## config.mk

```make
export PLATFORM = sky130hd
export DESIGN_NAME = acsw_top
export DESIGN_NICKNAME = d
export VERILOG_FILES = /design/src/verilog/acsw_pkg.sv /design/src/verilog/acsw_top.sv
export SDC_FILE = /design/constraint.sdc
export NUM_CORES = 1
export LEC_CHECK = 0
export BUFFER_PORTS_ARGS = -buffer_cell sky130_fd_sc_hd__buf_2
export CAP_MARGIN = 40
export CORE_UTILIZATION = 30
export DETAILED_ROUTE_END_ITERATION = 12
export SYNTH_ARGS = -nofsm -noshare
export SYNTH_HDL_FRONTEND = slang
export SYNTH_SLANG_ARGS = --single-unit
```

## constraint.sdc

```tcl
create_clock -name clk_sys -period 7 [get_ports clk_sys]
set_input_delay 2.1 -clock clk_sys [delete_from_list [all_inputs] [get_ports clk_sys]]
set_output_delay 2.1 -clock clk_sys [all_outputs]
set_load 0.1 [all_outputs]
```

## src/verilog/acsw_pkg.sv

```systemverilog
/*
 * Shared constants and types of the comparator shot/window control.
 * Assumes a 32-bit AXI4-Lite host with 8-bit byte addresses.
 */
package acsw_pkg;
  // Register byte offsets
  localparam logic [7:0] OFS_MAIN  = 8'h00;  // main_control
  localparam logic [7:0] OFS_START = 8'h04;  // start_control, write only
  localparam logic [7:0] OFS_EVT   = 8'h08;  // event_control
  localparam logic [7:0] OFS_STATE = 8'h0c;  // state_status
  localparam logic [7:0] OFS_READY = 8'h10;  // ready_status
  localparam logic [7:0] OFS_SYNC  = 8'h14;  // sync_start_status
  localparam logic [7:0] OFS_WIN   = 8'h18;  // window_control
  localparam logic [7:0] OFS_CC0   = 8'h20;  // comparator_control_0
  localparam logic [7:0] OFS_CC1   = 8'h24;  // comparator_control_1
  localparam logic [7:0] OFS_SCL0  = 8'h28;  // supply_scaler_0
  localparam logic [7:0] OFS_SCL1  = 8'h2c;  // supply_scaler_1
  localparam logic [7:0] OFS_SU    = 8'h30;  // start-up count
  // Field positions
  localparam int MAIN_EN   = 0;  // Top-level enable
  localparam int MAIN_DBL  = 1;  // doubler_disable
  localparam int CC_EN     = 0;  // Comparator enable
  localparam int CC_SINGLE = 1;  // Single-shot select
  localparam int CC_POS    = 2;  // positive_input_select [3:2]
  localparam int CC_NEG    = 4;  // negative_input_select [6:4]
  localparam int WIN_EN    = 0;  // window_enable_0
  localparam int WIN_SEL   = 1;  // window_interrupt_select [2:1]
  localparam int ST_WST    = 4;  // window_state_0 [5:4]
  // Values
  localparam logic [2:0] NEG_SCALER = 3'h5;   // Scaler as negative input
  localparam logic [7:0] SU_RST     = 8'h10;  // Start-up count at reset
  localparam logic [1:0] RESP_OK    = 2'h0;
  localparam logic [1:0] RESP_ERR   = 2'h2;
  // Window interrupt selections
  localparam logic [1:0] WSEL_ABOVE = 2'h0;
  localparam logic [1:0] WSEL_IN    = 2'h1;
  localparam logic [1:0] WSEL_BELOW = 2'h2;
  localparam logic [1:0] WSEL_OUT   = 2'h3;

  // Window state encoding
  typedef enum logic [1:0] {
    WS_ABOVE = 2'h0,
    WS_IN    = 2'h1,
    WS_BELOW = 2'h2
  } acsw_win_t;

  // Comparator phase, Gray along idle-warm-run
  typedef enum logic [1:0] {
    PH_IDLE = 2'h0,
    PH_WARM = 2'h1,
    PH_RUN  = 2'h3
  } acsw_ph_t;

  // Controls toward the analog cores
  typedef struct packed {
    logic [1:0]      comp_en;    // Comparator cores powered
    logic [1:0][1:0] pos_sel;    // Positive pin per comparator
    logic [1:0][2:0] neg_sel;    // Negative source per comparator
    logic [1:0]      scaler_en;  // Supply scaler channel on
    logic [1:0][5:0] scaler_val; // Scaler level, 64 steps
    logic            doubler_en; // Mux voltage doubler on
  } acsw_ana_t;

  // Whole state of the block
  typedef struct packed {
    acsw_ph_t [1:0]  ph;
    logic [1:0][7:0] cnt;
    logic [1:0]      rdy;
    logic [1:0]      st;
    logic [1:0]      edg;
    logic            main_en;
    logic            dbl_dis;
    logic [1:0][6:0] cc;
    logic [1:0][5:0] scl;
    logic [1:0]      evin;
    logic            win_en;
    logic [1:0]      win_sel;
    acsw_win_t       wst;
    logic            win_irq;
    logic [7:0]      su;
    logic            wake;
    logic            aw_ok;
    logic            w_ok;
    logic [7:0]      awaddr;
    logic [7:0]      wdata;
    logic            wlane;
    logic            bvalid;
    logic [1:0]      bresp;
    logic            rvalid;
    logic [31:0]     rdata;
    logic [1:0]      rresp;
    logic            rd_wait;
  } acsw_st_t;
endpackage

```

## src/verilog/acsw_top.sv

```systemverilog
/*
 * Digital control for a pair of analog comparators: single-shot
 * and continuous sequencing, ready flags, edge detection, window
 * pairing, sleep clock requests and AXI4-Lite registers.
 * Assumes comparator outputs and events synchronous to clk_sys.
 */
// What this block does
// - Single-shot comparator idles until triggered
// - Start write: warm up, compare once, stop
// - Start clears ready; completion sets it
// - Sync status read starts all enabled single-shots
// - Sync read stalls until enabled ones ready
// - Busy comparator finishes, no extra launch
// - Enabled event triggers its own comparator
// - Event start acts like software start
// - Edge: newest result versus previous result
// - Sleep event requests clock, then releases
// - Route pins and negative source by selects
// - Window enable bit turns window on
// - Window state correct for either order
// - Window interrupt per selected transition
// - Window event follows inside state
// - Single comparators keep working in window
// - Window single-shot starts both together
// - Doubler by supply, forced off by bit
// - Scaler on for select 0x5 while core powered
// - Continuous: compare each cycle after start-up
// - Top enable off idles all, bits kept
`timescale 1ns/100ps
module acsw_top (
  input  wire logic              clk_sys,
  input  wire logic              sys_rst,
  // AXI4-Lite slave
  input  wire logic [7:0]        s_axi_awaddr,
  input  wire logic              s_axi_awvalid,
  output logic                   s_axi_awready,
  input  wire logic [31:0]       s_axi_wdata,
  input  wire logic [3:0]        s_axi_wstrb,
  input  wire logic              s_axi_wvalid,
  output logic                   s_axi_wready,
  output logic [1:0]             s_axi_bresp,
  output logic                   s_axi_bvalid,
  input  wire logic              s_axi_bready,
  input  wire logic [7:0]        s_axi_araddr,
  input  wire logic              s_axi_arvalid,
  output logic                   s_axi_arready,
  output logic [31:0]            s_axi_rdata,
  output logic [1:0]             s_axi_rresp,
  output logic                   s_axi_rvalid,
  input  wire logic              s_axi_rready,
  // Analog side
  input  wire logic [1:0]        comp_out,
  input  wire logic              supply_low,
  output acsw_pkg::acsw_ana_t    ana,
  // Events and system
  input  wire logic [1:0]        evt_in,
  input  wire logic              sleep_mode,
  input  wire logic              wake_en,
  output logic [1:0]             evt_comp,
  output logic                   evt_win,
  output logic [1:0]             irq_edge,
  output logic                   irq_win,
  output logic                   clk_req,
  output logic                   wake_req
);

  acsw_pkg::acsw_st_t st_r;   // Registered state
  acsw_pkg::acsw_st_t st_nxt; // Next state

  // Window position from the two results, either limit order
  function automatic acsw_pkg::acsw_win_t win_of(
    input logic [1:0] s
  );
    // One above its limit, one below: inside
    if (s[0] != s[1]) begin
      win_of = acsw_pkg::WS_IN;
    end else if (s[0]) begin
      win_of = acsw_pkg::WS_ABOVE;
    end else begin
      win_of = acsw_pkg::WS_BELOW;
    end
  endfunction

  // Aligned address compare
  function automatic logic hit(
    input logic [7:0] a,
    input logic [7:0] ofs
  );
    hit = ({a[7:2], 2'b00} == ofs);
  endfunction

  // Next-state logic
  always_comb begin
    logic [1:0]            en;     // Effective enables
    logic [1:0]            trig;   // Start requests
    logic [1:0]            go;     // Starts after pairing
    logic [1:0]            samp;   // Comparison taken
    logic                  wr;     // Register write now
    logic                  launch; // Sync read accepted
    logic                  pair;   // Window single-shot pair
    logic [31:0]           rd;     // Read data
    logic                  rd_ok;  // Read address mapped
    acsw_pkg::acsw_win_t   wn;     // New window state
    en     = '0;
    trig   = '0;
    go     = '0;
    samp   = '0;
    wr     = 1'b0;
    launch = 1'b0;
    pair   = 1'b0;
    rd     = '0;
    rd_ok  = 1'b1;
    wn     = st_r.wst;
    st_nxt = st_r;
    // Pulses last one cycle
    st_nxt.edg     = '0;
    st_nxt.win_irq = 1'b0;
    st_nxt.wake    = 1'b0;

    // Top enable gates all, keeps own bits
    for (int i = 0; i < 2; i++) begin
      en[i] = st_r.main_en & st_r.cc[i][acsw_pkg::CC_EN];
    end

    // Address and data capture
    if (s_axi_awvalid && s_axi_awready) begin
      st_nxt.aw_ok  = 1'b1;
      st_nxt.awaddr = s_axi_awaddr;
    end
    if (s_axi_wvalid && s_axi_wready) begin
      st_nxt.w_ok  = 1'b1;
      st_nxt.wdata = s_axi_wdata[7:0];
      st_nxt.wlane = s_axi_wstrb[0];
    end

    // Register write once both halves held
    if (st_r.aw_ok && st_r.w_ok && !st_r.bvalid) begin
      wr              = st_r.wlane;
      st_nxt.aw_ok    = 1'b0;
      st_nxt.w_ok     = 1'b0;
      st_nxt.bvalid   = 1'b1;
      st_nxt.bresp    = acsw_pkg::RESP_OK;
      case ({st_r.awaddr[7:2], 2'b00})
        acsw_pkg::OFS_MAIN: begin
          if (wr) begin
            st_nxt.main_en = st_r.wdata[acsw_pkg::MAIN_EN];
            st_nxt.dbl_dis = st_r.wdata[acsw_pkg::MAIN_DBL];
          end
        end
        acsw_pkg::OFS_START: begin
          // Software start bits
          if (wr) begin
            trig = st_r.wdata[1:0];
          end
        end
        acsw_pkg::OFS_EVT: begin
          if (wr) begin
            st_nxt.evin = st_r.wdata[1:0];
          end
        end
        acsw_pkg::OFS_WIN: begin
          if (wr) begin
            st_nxt.win_en  = st_r.wdata[acsw_pkg::WIN_EN];
            st_nxt.win_sel = st_r.wdata[acsw_pkg::WIN_SEL+:2];
          end
        end
        acsw_pkg::OFS_CC0: begin
          if (wr) begin
            st_nxt.cc[0] = st_r.wdata[6:0];
          end
        end
        acsw_pkg::OFS_CC1: begin
          if (wr) begin
            st_nxt.cc[1] = st_r.wdata[6:0];
          end
        end
        acsw_pkg::OFS_SCL0: begin
          if (wr) begin
            st_nxt.scl[0] = st_r.wdata[5:0];
          end
        end
        acsw_pkg::OFS_SCL1: begin
          if (wr) begin
            st_nxt.scl[1] = st_r.wdata[5:0];
          end
        end
        acsw_pkg::OFS_SU: begin
          if (wr) begin
            st_nxt.su = st_r.wdata;
          end
        end
        acsw_pkg::OFS_STATE,
        acsw_pkg::OFS_READY,
        acsw_pkg::OFS_SYNC: begin
          // Read-only, write ignored
        end
        default: begin
          st_nxt.bresp = acsw_pkg::RESP_ERR;
        end
      endcase
    end
    if (st_r.bvalid && s_axi_bready) begin
      st_nxt.bvalid = 1'b0;
    end

    // Read data mux
    case ({s_axi_araddr[7:2], 2'b00})
      acsw_pkg::OFS_MAIN:  rd = {30'h0, st_r.dbl_dis, st_r.main_en};
      acsw_pkg::OFS_START: rd = '0;
      acsw_pkg::OFS_EVT:   rd = {30'h0, st_r.evin};
      acsw_pkg::OFS_STATE: rd = {26'h0, st_r.wst, 2'h0, st_r.st};
      acsw_pkg::OFS_READY: rd = {30'h0, st_r.rdy};
      acsw_pkg::OFS_SYNC:  rd = '0;
      acsw_pkg::OFS_WIN:   rd = {29'h0, st_r.win_sel, st_r.win_en};
      acsw_pkg::OFS_CC0:   rd = {25'h0, st_r.cc[0]};
      acsw_pkg::OFS_CC1:   rd = {25'h0, st_r.cc[1]};
      acsw_pkg::OFS_SCL0:  rd = {26'h0, st_r.scl[0]};
      acsw_pkg::OFS_SCL1:  rd = {26'h0, st_r.scl[1]};
      acsw_pkg::OFS_SU:    rd = {24'h0, st_r.su};
      default: begin
        rd    = '0;
        rd_ok = 1'b0;
      end
    endcase

    // Read accept: sync status read launches and waits
    if (s_axi_arvalid && s_axi_arready) begin
      if (hit(s_axi_araddr, acsw_pkg::OFS_SYNC)) begin
        launch         = 1'b1;
        st_nxt.rd_wait = 1'b1;
      end else begin
        st_nxt.rvalid = 1'b1;
        st_nxt.rdata  = rd;
        st_nxt.rresp  = rd_ok ? acsw_pkg::RESP_OK : acsw_pkg::RESP_ERR;
      end
    end
    // Stall until every enabled comparator is ready
    if (st_r.rd_wait && ((st_r.rdy | ~en) == 2'b11)) begin
      st_nxt.rd_wait = 1'b0;
      st_nxt.rvalid  = 1'b1;
      st_nxt.rdata   = {28'h0, st_r.rdy, st_r.st};
      st_nxt.rresp   = acsw_pkg::RESP_OK;
    end
    if (st_r.rvalid && s_axi_rready) begin
      st_nxt.rvalid = 1'b0;
    end

    // Gather triggers: events and sync read
    for (int i = 0; i < 2; i++) begin
      trig[i] = trig[i] | (evt_in[i] & st_r.evin[i]) | launch;
    end
    // Window single-shot pair starts together
    pair = st_r.win_en & st_r.cc[0][acsw_pkg::CC_SINGLE]
         & st_r.cc[1][acsw_pkg::CC_SINGLE];
    go = pair ? {2{|trig}} : trig;

    // Per comparator sequencing
    for (int i = 0; i < 2; i++) begin
      case (st_r.ph[i])
        acsw_pkg::PH_IDLE: begin
          if (en[i] && !st_r.cc[i][acsw_pkg::CC_SINGLE]) begin
            // Continuous: first start-up
            st_nxt.ph[i]  = acsw_pkg::PH_WARM;
            st_nxt.cnt[i] = st_r.su;
          end else if (en[i] && go[i]) begin
            // Single-shot start; busy ones never get here
            st_nxt.ph[i]  = acsw_pkg::PH_WARM;
            st_nxt.cnt[i] = st_r.su;
            st_nxt.rdy[i] = 1'b0;
          end
        end
        acsw_pkg::PH_WARM: begin
          if (!en[i]) begin
            st_nxt.ph[i] = acsw_pkg::PH_IDLE;
          end else if (st_r.cnt[i] == 8'h00) begin
            // Start-up over, take one result
            samp[i]       = 1'b1;
            st_nxt.rdy[i] = 1'b1;
            st_nxt.ph[i]  = st_r.cc[i][acsw_pkg::CC_SINGLE]
                          ? acsw_pkg::PH_IDLE : acsw_pkg::PH_RUN;
          end else begin
            st_nxt.cnt[i] = st_r.cnt[i] - 8'h01;
          end
        end
        acsw_pkg::PH_RUN: begin
          if (!en[i] || st_r.cc[i][acsw_pkg::CC_SINGLE]) begin
            st_nxt.ph[i] = acsw_pkg::PH_IDLE;
          end else begin
            // Continuous sample every cycle
            samp[i]       = 1'b1;
            st_nxt.rdy[i] = 1'b1;
          end
        end
        default: begin
          st_nxt.ph[i] = acsw_pkg::PH_IDLE;
        end
      endcase
      // Result update and edge versus previous result
      if (samp[i]) begin
        st_nxt.st[i]  = comp_out[i];
        st_nxt.edg[i] = comp_out[i] ^ st_r.st[i];
      end
    end

    // Window state and its transition interrupt
    if (st_r.win_en && (samp != 2'b00)) begin
      wn         = win_of(st_nxt.st);
      st_nxt.wst = wn;
      if (wn != st_r.wst) begin
        case (st_r.win_sel)
          acsw_pkg::WSEL_ABOVE: st_nxt.win_irq = (wn == acsw_pkg::WS_ABOVE);
          acsw_pkg::WSEL_IN:    st_nxt.win_irq = (wn == acsw_pkg::WS_IN);
          acsw_pkg::WSEL_BELOW: st_nxt.win_irq = (wn == acsw_pkg::WS_BELOW);
          acsw_pkg::WSEL_OUT:   st_nxt.win_irq = (st_r.wst == acsw_pkg::WS_IN);
          default:              st_nxt.win_irq = 1'b0;
        endcase
      end
    end

    // Wake the system after a sleep measurement
    st_nxt.wake = sleep_mode & wake_en & (samp != 2'b00);
  end

  // State register
  always_ff @(posedge clk_sys or posedge sys_rst) begin
    if (sys_rst) begin
      st_r    <= '0;
      st_r.su <= acsw_pkg::SU_RST;
    end else begin
      st_r <= st_nxt;
    end
  end

  // Analog core controls
  always_comb begin
    for (int i = 0; i < 2; i++) begin
      // Core powered only while warming or running
      ana.comp_en[i]    = (st_r.ph[i] != acsw_pkg::PH_IDLE);
      ana.pos_sel[i]    = st_r.cc[i][acsw_pkg::CC_POS+:2];
      ana.neg_sel[i]    = st_r.cc[i][acsw_pkg::CC_NEG+:3];
      ana.scaler_en[i]  = ana.comp_en[i]
                        & (ana.neg_sel[i] == acsw_pkg::NEG_SCALER);
      ana.scaler_val[i] = st_r.scl[i];
    end
    ana.doubler_en = supply_low & ~st_r.dbl_dis;
  end

  // Bus handshakes
  // Readies drop while a response waits, so one transfer per side
  assign s_axi_awready = ~st_r.aw_ok & ~st_r.bvalid;
  assign s_axi_wready  = ~st_r.w_ok & ~st_r.bvalid;
  assign s_axi_bvalid  = st_r.bvalid;
  assign s_axi_bresp   = st_r.bresp;
  assign s_axi_arready = ~st_r.rd_wait & ~st_r.rvalid;
  assign s_axi_rvalid  = st_r.rvalid;
  assign s_axi_rdata   = st_r.rdata;
  assign s_axi_rresp   = st_r.rresp;

  // Events and pulses
  assign evt_comp = st_r.st;
  assign evt_win  = st_r.win_en & (st_r.wst == acsw_pkg::WS_IN);
  assign irq_edge = st_r.edg;
  assign irq_win  = st_r.win_irq;
  assign wake_req = st_r.wake;
  // Clock wanted while awake or any comparator busy
  assign clk_req  = ~sleep_mode | (st_r.ph[0] != acsw_pkg::PH_IDLE)
                  | (st_r.ph[1] != acsw_pkg::PH_IDLE) | st_r.rd_wait;

endmodule

```

==> results of run 1 <==
state kept, by name (all words and copies together), names as in the netlist:
register,flops
irq_win,1
s_axi_rvalid,1
st_r,61
s_axi_rdata,8
s_axi_rresp,1
irq_edge,2
s_axi_bvalid,1
wake_req,1
s_axi_bresp,1
evt_comp,2
ana,22
worst max-delay path: stages:
cell and delay, ns:
buf_2 0.11, nand4_1 0.08, buf_2 0.43
routing by layer:
layer  wire length (um)  share of wire  vias to the layer above
met4                142          0.010                        0
li1                   -              -                     2013
met5                  0              0                        -
met1               6980           0.49                     2067
met2               6070           0.43                      146
met3                974          0.069                       11
logic make-up after synthesis:
| group | share of synthesized area |
|---|---|
| AOI/OAI and AO/OA | 0.141 |
| adders and majority gates | 0.0227 |
| DFF | 0.433 |
| xor gates and xnor gates | 0.00600 |
| buffers and inverters | 0.114 |
| other | 0.000642 |
| and+or+nand+nor | 0.131 |
| muxes | 0.152 |
area by class of cell:
class	instances	area, sq um
clock buffer	9	225
clock inverter	7	68.8
fill	1963	12500
inverter	23	88.8
multi-input combinational	373	2740
sequential	101	2530
tap	260	325
timing repair buffer	85	428
worst paths after layout:
path | start | end | slack, ns | cells past startpoint
worst max register to register | st_r[121] | irq_win | 3.99 | 10
worst min register to register | s_axi_rresp[1] | s_axi_rresp[1] | 0.47 | 1
max in group asynchronous | sys_rst | st_r[121] | 4.08 | 3
worst min-delay path | s_axi_rresp[1] | s_axi_rresp[1] | 0.47 | 1
worst max-delay path | sleep_mode | clk_req | 2.18 | 3
min in group asynchronous | sys_rst | st_r[102] | 1.81 | 2
cells in the final DEF (no fill, tap or decap), drive strengths merged, types with 4 or more instances in the layout:
master / instances
a21oi: 32
a22o: 6
a22oi: 9
a31oi: 5
and2: 8
buf: 85
clkbuf: 9
conb: 26
dfrtp: 100
ha: 9
inv: 26
mux2: 62
mux2i: 12
nand2: 36
nand3: 15
nand4: 6
nand4b: 4
nor2: 23
nor2b: 7
nor3: 10
nor3b: 4
o2111a: 4
o21ai: 28
o22ai: 11
or3: 7
xnor2: 4
through the flow:
stage	hold WS, ns	worst slack, ns	util	instance area [sq um]	total power [W]
after floorplan	0.451	1.47	-	5940	0.00203
after global placement	0.459	2.18	0.324	6110	0.00216
after detailed placement	0.463	2.17	0.324	6110	0.00218
after CTS	0.480	2.17	0.339	6410	0.00268
after global routing	0.488	2.13	0.339	6410	0.00280
final	0.472	2.18	0.339	6410	0.00266
power groups by stage:
stage	combinational [W]	clock [W]	sequential, W
floorplan	0.00108	0	0.000947
global placement	0.00113	0	0.00103
detailed placement	0.00114	0	0.00103
CTS	0.00115	0.000509	0.00102
global route	0.00121	0.000533	0.00106
finish	0.00114	0.000497	0.00102
==> metrics.yaml, run 1 <==
status:
  status: "completed"
clock_network:
  insertion_delay_ns: 0.35
  cts.htree.levels: 3
  clkTransAtPathRegs_ns: 0.07
  hold_buffers: 0
  cts-root-buf: "clkbuf_16"
  clock_sinks: 101
  cts_resized: 0
  clk_path_buf_depth: 2
  cts_tree: "done"
  post_cts_buffers: 0
  numCtsBuffers: 9
timing:
  timing.final.crit_share: 0.689
  tightest_slew_ns: 0.913
  fmax_ghz: 0.207
  slew_headroom: 0.391
  rsz0062_at_grt: "no"
  slew_viol_final: 0
  setup_tns_ns: 0
  hold_viol: 0
  setup_viol: 0
  fin_crit_ns: 4.82
  clock_skew_ns: 0.00861
placement:
  placed_cells: 842
  gp_congestion: 0.864
  hpwl_um: 10600
  numPortBuffers: 84
die:
  start_util: 0.309
  die_y_um: 142
  num_rows: 50
  die_x_um: 142
  die_area_sq_um: 20000
  coreArea_sq_um: 18900
  ios: 142
global_route:
  overflow: 0
  grt_pass1_vias: 4012
  grt_usage: 0.147
  grtUsageMet3: 0.0287
  grt_use_met1: 0.220
  grt_pass1_wl_um: 22600
  antenna_found_initial: 0
  use_met2: 0.215
  grt_max_degree: 57
  grt-busiest-layer: "met1"
finish:
  nets: 668
  stdcell_count: 858
  area_growth_pct: 9.64
  n_antenna_cell: 0
  drive_gt1_frac: 0.298
setup_path:
  cp_max_fo: 2
  critical_path_arrival_ns: 2.72
  crit_required_ns: 4.90
  endpoint_kind: "output port"
  crit_type: "input port to output port"
  start_kind: "input port"
power:
  p_sw_frac: 0.509
  power_frac_clock: 0.187
  internal-power_w: 0.00131
  seqPwrFrac: 0.385
  vdd_drop_max_uv: 338
  powerDensity_nw_per_um2: 415
  power.net_switching_w: 0.00135
  power_frac_comb: 0.428
  p_leak_nw: 2.91
yosys:
  synth_cell_types: 61
  netlist_area_sq_um: 5840
  avgSynthCellArea_sq_um: 10.5
  synth_top_cell_by_area: "dfrtp_1"
  yosys_warnings: 0
  ys_seq_elements: 101
  synth_most_common_cell: "dfrtp_1"
  synth_flop_cell: "dfrtp_1"
  yosysSeqAreaShare: 0.433
  async_reset_ff_frac: 1.00
  synth_edf_count: 0
  synth_cells: 558
  synth_top_area_share: 0.428
  synth_common_cells: "dfrtp_1 (100), buf_4 (64), mux2_2 (62)"
  synth_area_leaders: "dfrtp_1 (43%), mux2_2 (12%), buf_4 (8.2%), a21oi_1 (2.7%), o21ai_0 (2.4%)"
route:
  via_per_inst: 4.94
  wl_per_cell_um: 16.5
  wirelength_um: 14200
  drc: 0
  antenna_left: 0
  vias: 4237
  drt_iter0_drc: 303
  drtPass1Iterations: 5
flow_run:
  cap_violations: 0
hold_path:
  hold_class: "register to register"
Note: power is estimated with default switching activity, not from simulation.
==> run 2: changes to the inputs <==
- clock period: 7 -> 4.38 ns (I/O delays scaled with it)
==> run 2 against run 1 <==
Net effect: sequential power up 61%; global-route usage up 0.25 points; critical path depth stayed put.
==> metrics.yaml, run 2 (synthesized netlist as in run 1, its figures left out) <==
timing:
  clock_skew_ns: 0.00872  # was 0.00861 ns
  fmax_ghz: 0.295
  fin_ws_ns: 0.993  # was 2.18 ns
  hold_viol: 0  # unchanged
  tightest_slew_ns: 0.850  # was 0.913 ns
  slew_headroom: 0.433  # was 0.391
  timing.final.crit_share: 0.773
  rsz0062_at_grt: "no"  # unchanged
  fin_crit_ns: 3.39
  setup_tns_ns: 0  # unchanged
  slew_viol_final: 0  # unchanged
  setup_viol: 0  # unchanged
setup_path:
  max_stage_delay_ns: 0.68  # was 0.43 ns
  cp_cell_sequence: "nor2_1 -> nand4_1 -> buf_2"  # was buf_2 -> nand4_1 -> buf_2
  endpoint_kind: "output port"  # unchanged
  cp_max_fo: 12  # was 2
  crit_type: "register to output port"  # was input port to output port
  cp_num_buf_inv: 1  # was 2
  crit_required_ns: 3.07  # was 4.90 ns
  cpMaxStageDelayCell: "nor2_1"  # was buf_2
  critical_path_arrival_ns: 2.07  # was 2.72 ns
  path_delay_family: "simple AND/OR/NAND/NOR gates"  # was buffers and inverters
  start_kind: "register"  # was input port
finish:
  regMostFlops: "st_r"  # unchanged
  largest_register_ffs: 61  # unchanged
  final_util: 0.341  # was 0.339
  nets: 669  # was 668
  layout_common_cells: "dfrtp_1 (100), buf_2 (84), mux2_2 (62)"  # unchanged
  drive_gt1_frac: 0.299  # was 0.298
  n_antenna_cell: 0  # unchanged
  layout.cells.most_common: "dfrtp_1"  # unchanged
  area_growth_pct: 10.3  # was 9.64%
die:
  die_area_sq_um: 20000  # unchanged
  ios: 142  # unchanged
  coreArea_sq_um: 18900  # unchanged
  num_rows: 50  # unchanged
  die_x_um: 142  # unchanged
  die_y_um: 142  # unchanged
  start_util: 0.309  # unchanged
global_route:
  grt_pass1_vias: 4018  # was 4012
  antenna_found_initial: 0  # unchanged
  overflow: 0  # unchanged
  grt_max_degree: 53  # was 57
  grt_pass1_wl_um: 22700  # was 22600 um
  grt_usage: 0.150  # was 0.147
route:
  vias: 4345  # was 4237
  via_per_inst: 5.06  # was 4.94
  drt_iter0_drc: 367  # was 303
  drtPass1Iterations: 5  # unchanged
  wl_per_cell_um: 16.8  # was 16.5 um
  antenna_left: 0  # unchanged
  wirelength_um: 14500  # was 14200 um
  drc: 0  # unchanged
clock_network:
  clock_sinks: 101  # unchanged
  cts_tree: "done"  # unchanged
  clkTransAtPathRegs_ns: 0.07  # about the same
  cts_resized: 0  # unchanged
  hold_buffers: 0  # unchanged
  clk_path_buf_depth: 2  # unchanged
  cts.htree.levels: 3  # unchanged
  insertion_delay_ns: 0.35  # about the same
  cts-root-buf: "clkbuf_16"  # unchanged
  numCtsBuffers: 9  # unchanged
  post_cts_buffers: 0  # unchanged
power:
  vdd_drop_max_uv: 552  # was 338 uV
  power.net_switching_w: 0.00216  # was 0.00135 W
  p_sw_frac: 0.500  # was 0.509
  power_frac_comb: 0.424  # was 0.428
  seqPwrFrac: 0.380  # was 0.385
  p_leak_nw: 2.94  # was 2.91 nW
  powerDensity_nw_per_um2: 670  # was 415 nW/um^2
  power_frac_clock: 0.196  # was 0.187
  internal-power_w: 0.00216  # was 0.00131 W
hold_path:
  hold_class: "register to register"  # unchanged
placement:
  numPortBuffers: 84  # unchanged
  pre_cts_ws_ns: 0.988  # was 2.17 ns
  hpwl_um: 10700  # was 10600 um
  gp_congestion: 0.876  # was 0.864
flow_run:
  cap_violations: 0  # unchanged
status:
  status: "completed"  # unchanged
## run 2: changes by cell type in the layout (fill, tap and decap cells not counted)
| cell | previous run | this run |
|---|---|---|
| inv_8 | 1 | 2 |
| buf_12 | 0 | 1 |
| inv_6 | 2 | 1 |
| clkbuf_8 | 0 | 1 |
| clkinv_8 | 1 | 0 |
| bufinv_16 | 0 | 1 |
| clkinv_4 | 1 | 0 |
## run 2: path summary, 6_finish.rpt
kind | startpoint | endpoint | slack (ns) | cells after the start
min | s_axi_rresp[1] | s_axi_rresp[1] | 0.47 | 1
max reg2reg | st_r[121] | irq_win | 1.34 | 10
max | st_r[127] | clk_req | 0.99 | 3
max in group asynchronous | sys_rst | st_r[63] | 2.57 | 3
min reg2reg | s_axi_rresp[1] | s_axi_rresp[1] | 0.47 | 1
min in group asynchronous | sys_rst | st_r[52] | 1.06 | 2
## run 2: metal layers
layer  up-vias  wire length, um  global-route usage
li1       2008                -                   -
met1      2148             6950               0.220
met2       174             6210               0.214
met3        15             1080              0.0368
met4         0              211              0.0447
met5         -                0                   0
## run 2: power groups by stage
stage                     sequential (W)  combinational (W)  clock [W]
after floorplan                  0.00151            0.00173          0
after global placement           0.00165            0.00182          0
after detailed placement         0.00166            0.00183          0
after CTS                        0.00164            0.00184   0.000871
after global routing             0.00169            0.00193   0.000907
final                            0.00164            0.00183   0.000847
## run 2: cell type report
class	instances	area, sq um
inverters	23	88.8
flip-flops and latches	101	2530
fillers	1932	12400
multi-input cells	373	2740
well taps	260	325
clock inverters	6	76.3
clock buffers	10	239
repair buffers	86	448
## run 2: worst register-to-register path, cell delays in order, from the launching register on
cell and delay, ns:
dfrtp_1 0.43, nor4_1 0.56, a31oi_1 0.31, nor2_1 0.28, mux2_2 0.39, ha_1 0.35
nand2b_1 0.07, o22ai_1 0.12, a32o_1 0.15, mux2i_1 0.07, a211oi_1 0.21
## run 2: per-stage QoR
step	area, sq um	instances	total power, W	hold WS [ns]
finish	6450	859	0.00432	0.472
global route	6450	859	0.00453	0.483
CTS	6450	859	0.00435	0.477
detailed placement	6130	843	0.00349	0.462
global placement	6130	843	0.00346	0.459
floorplan	5940	583	0.00325	0.451
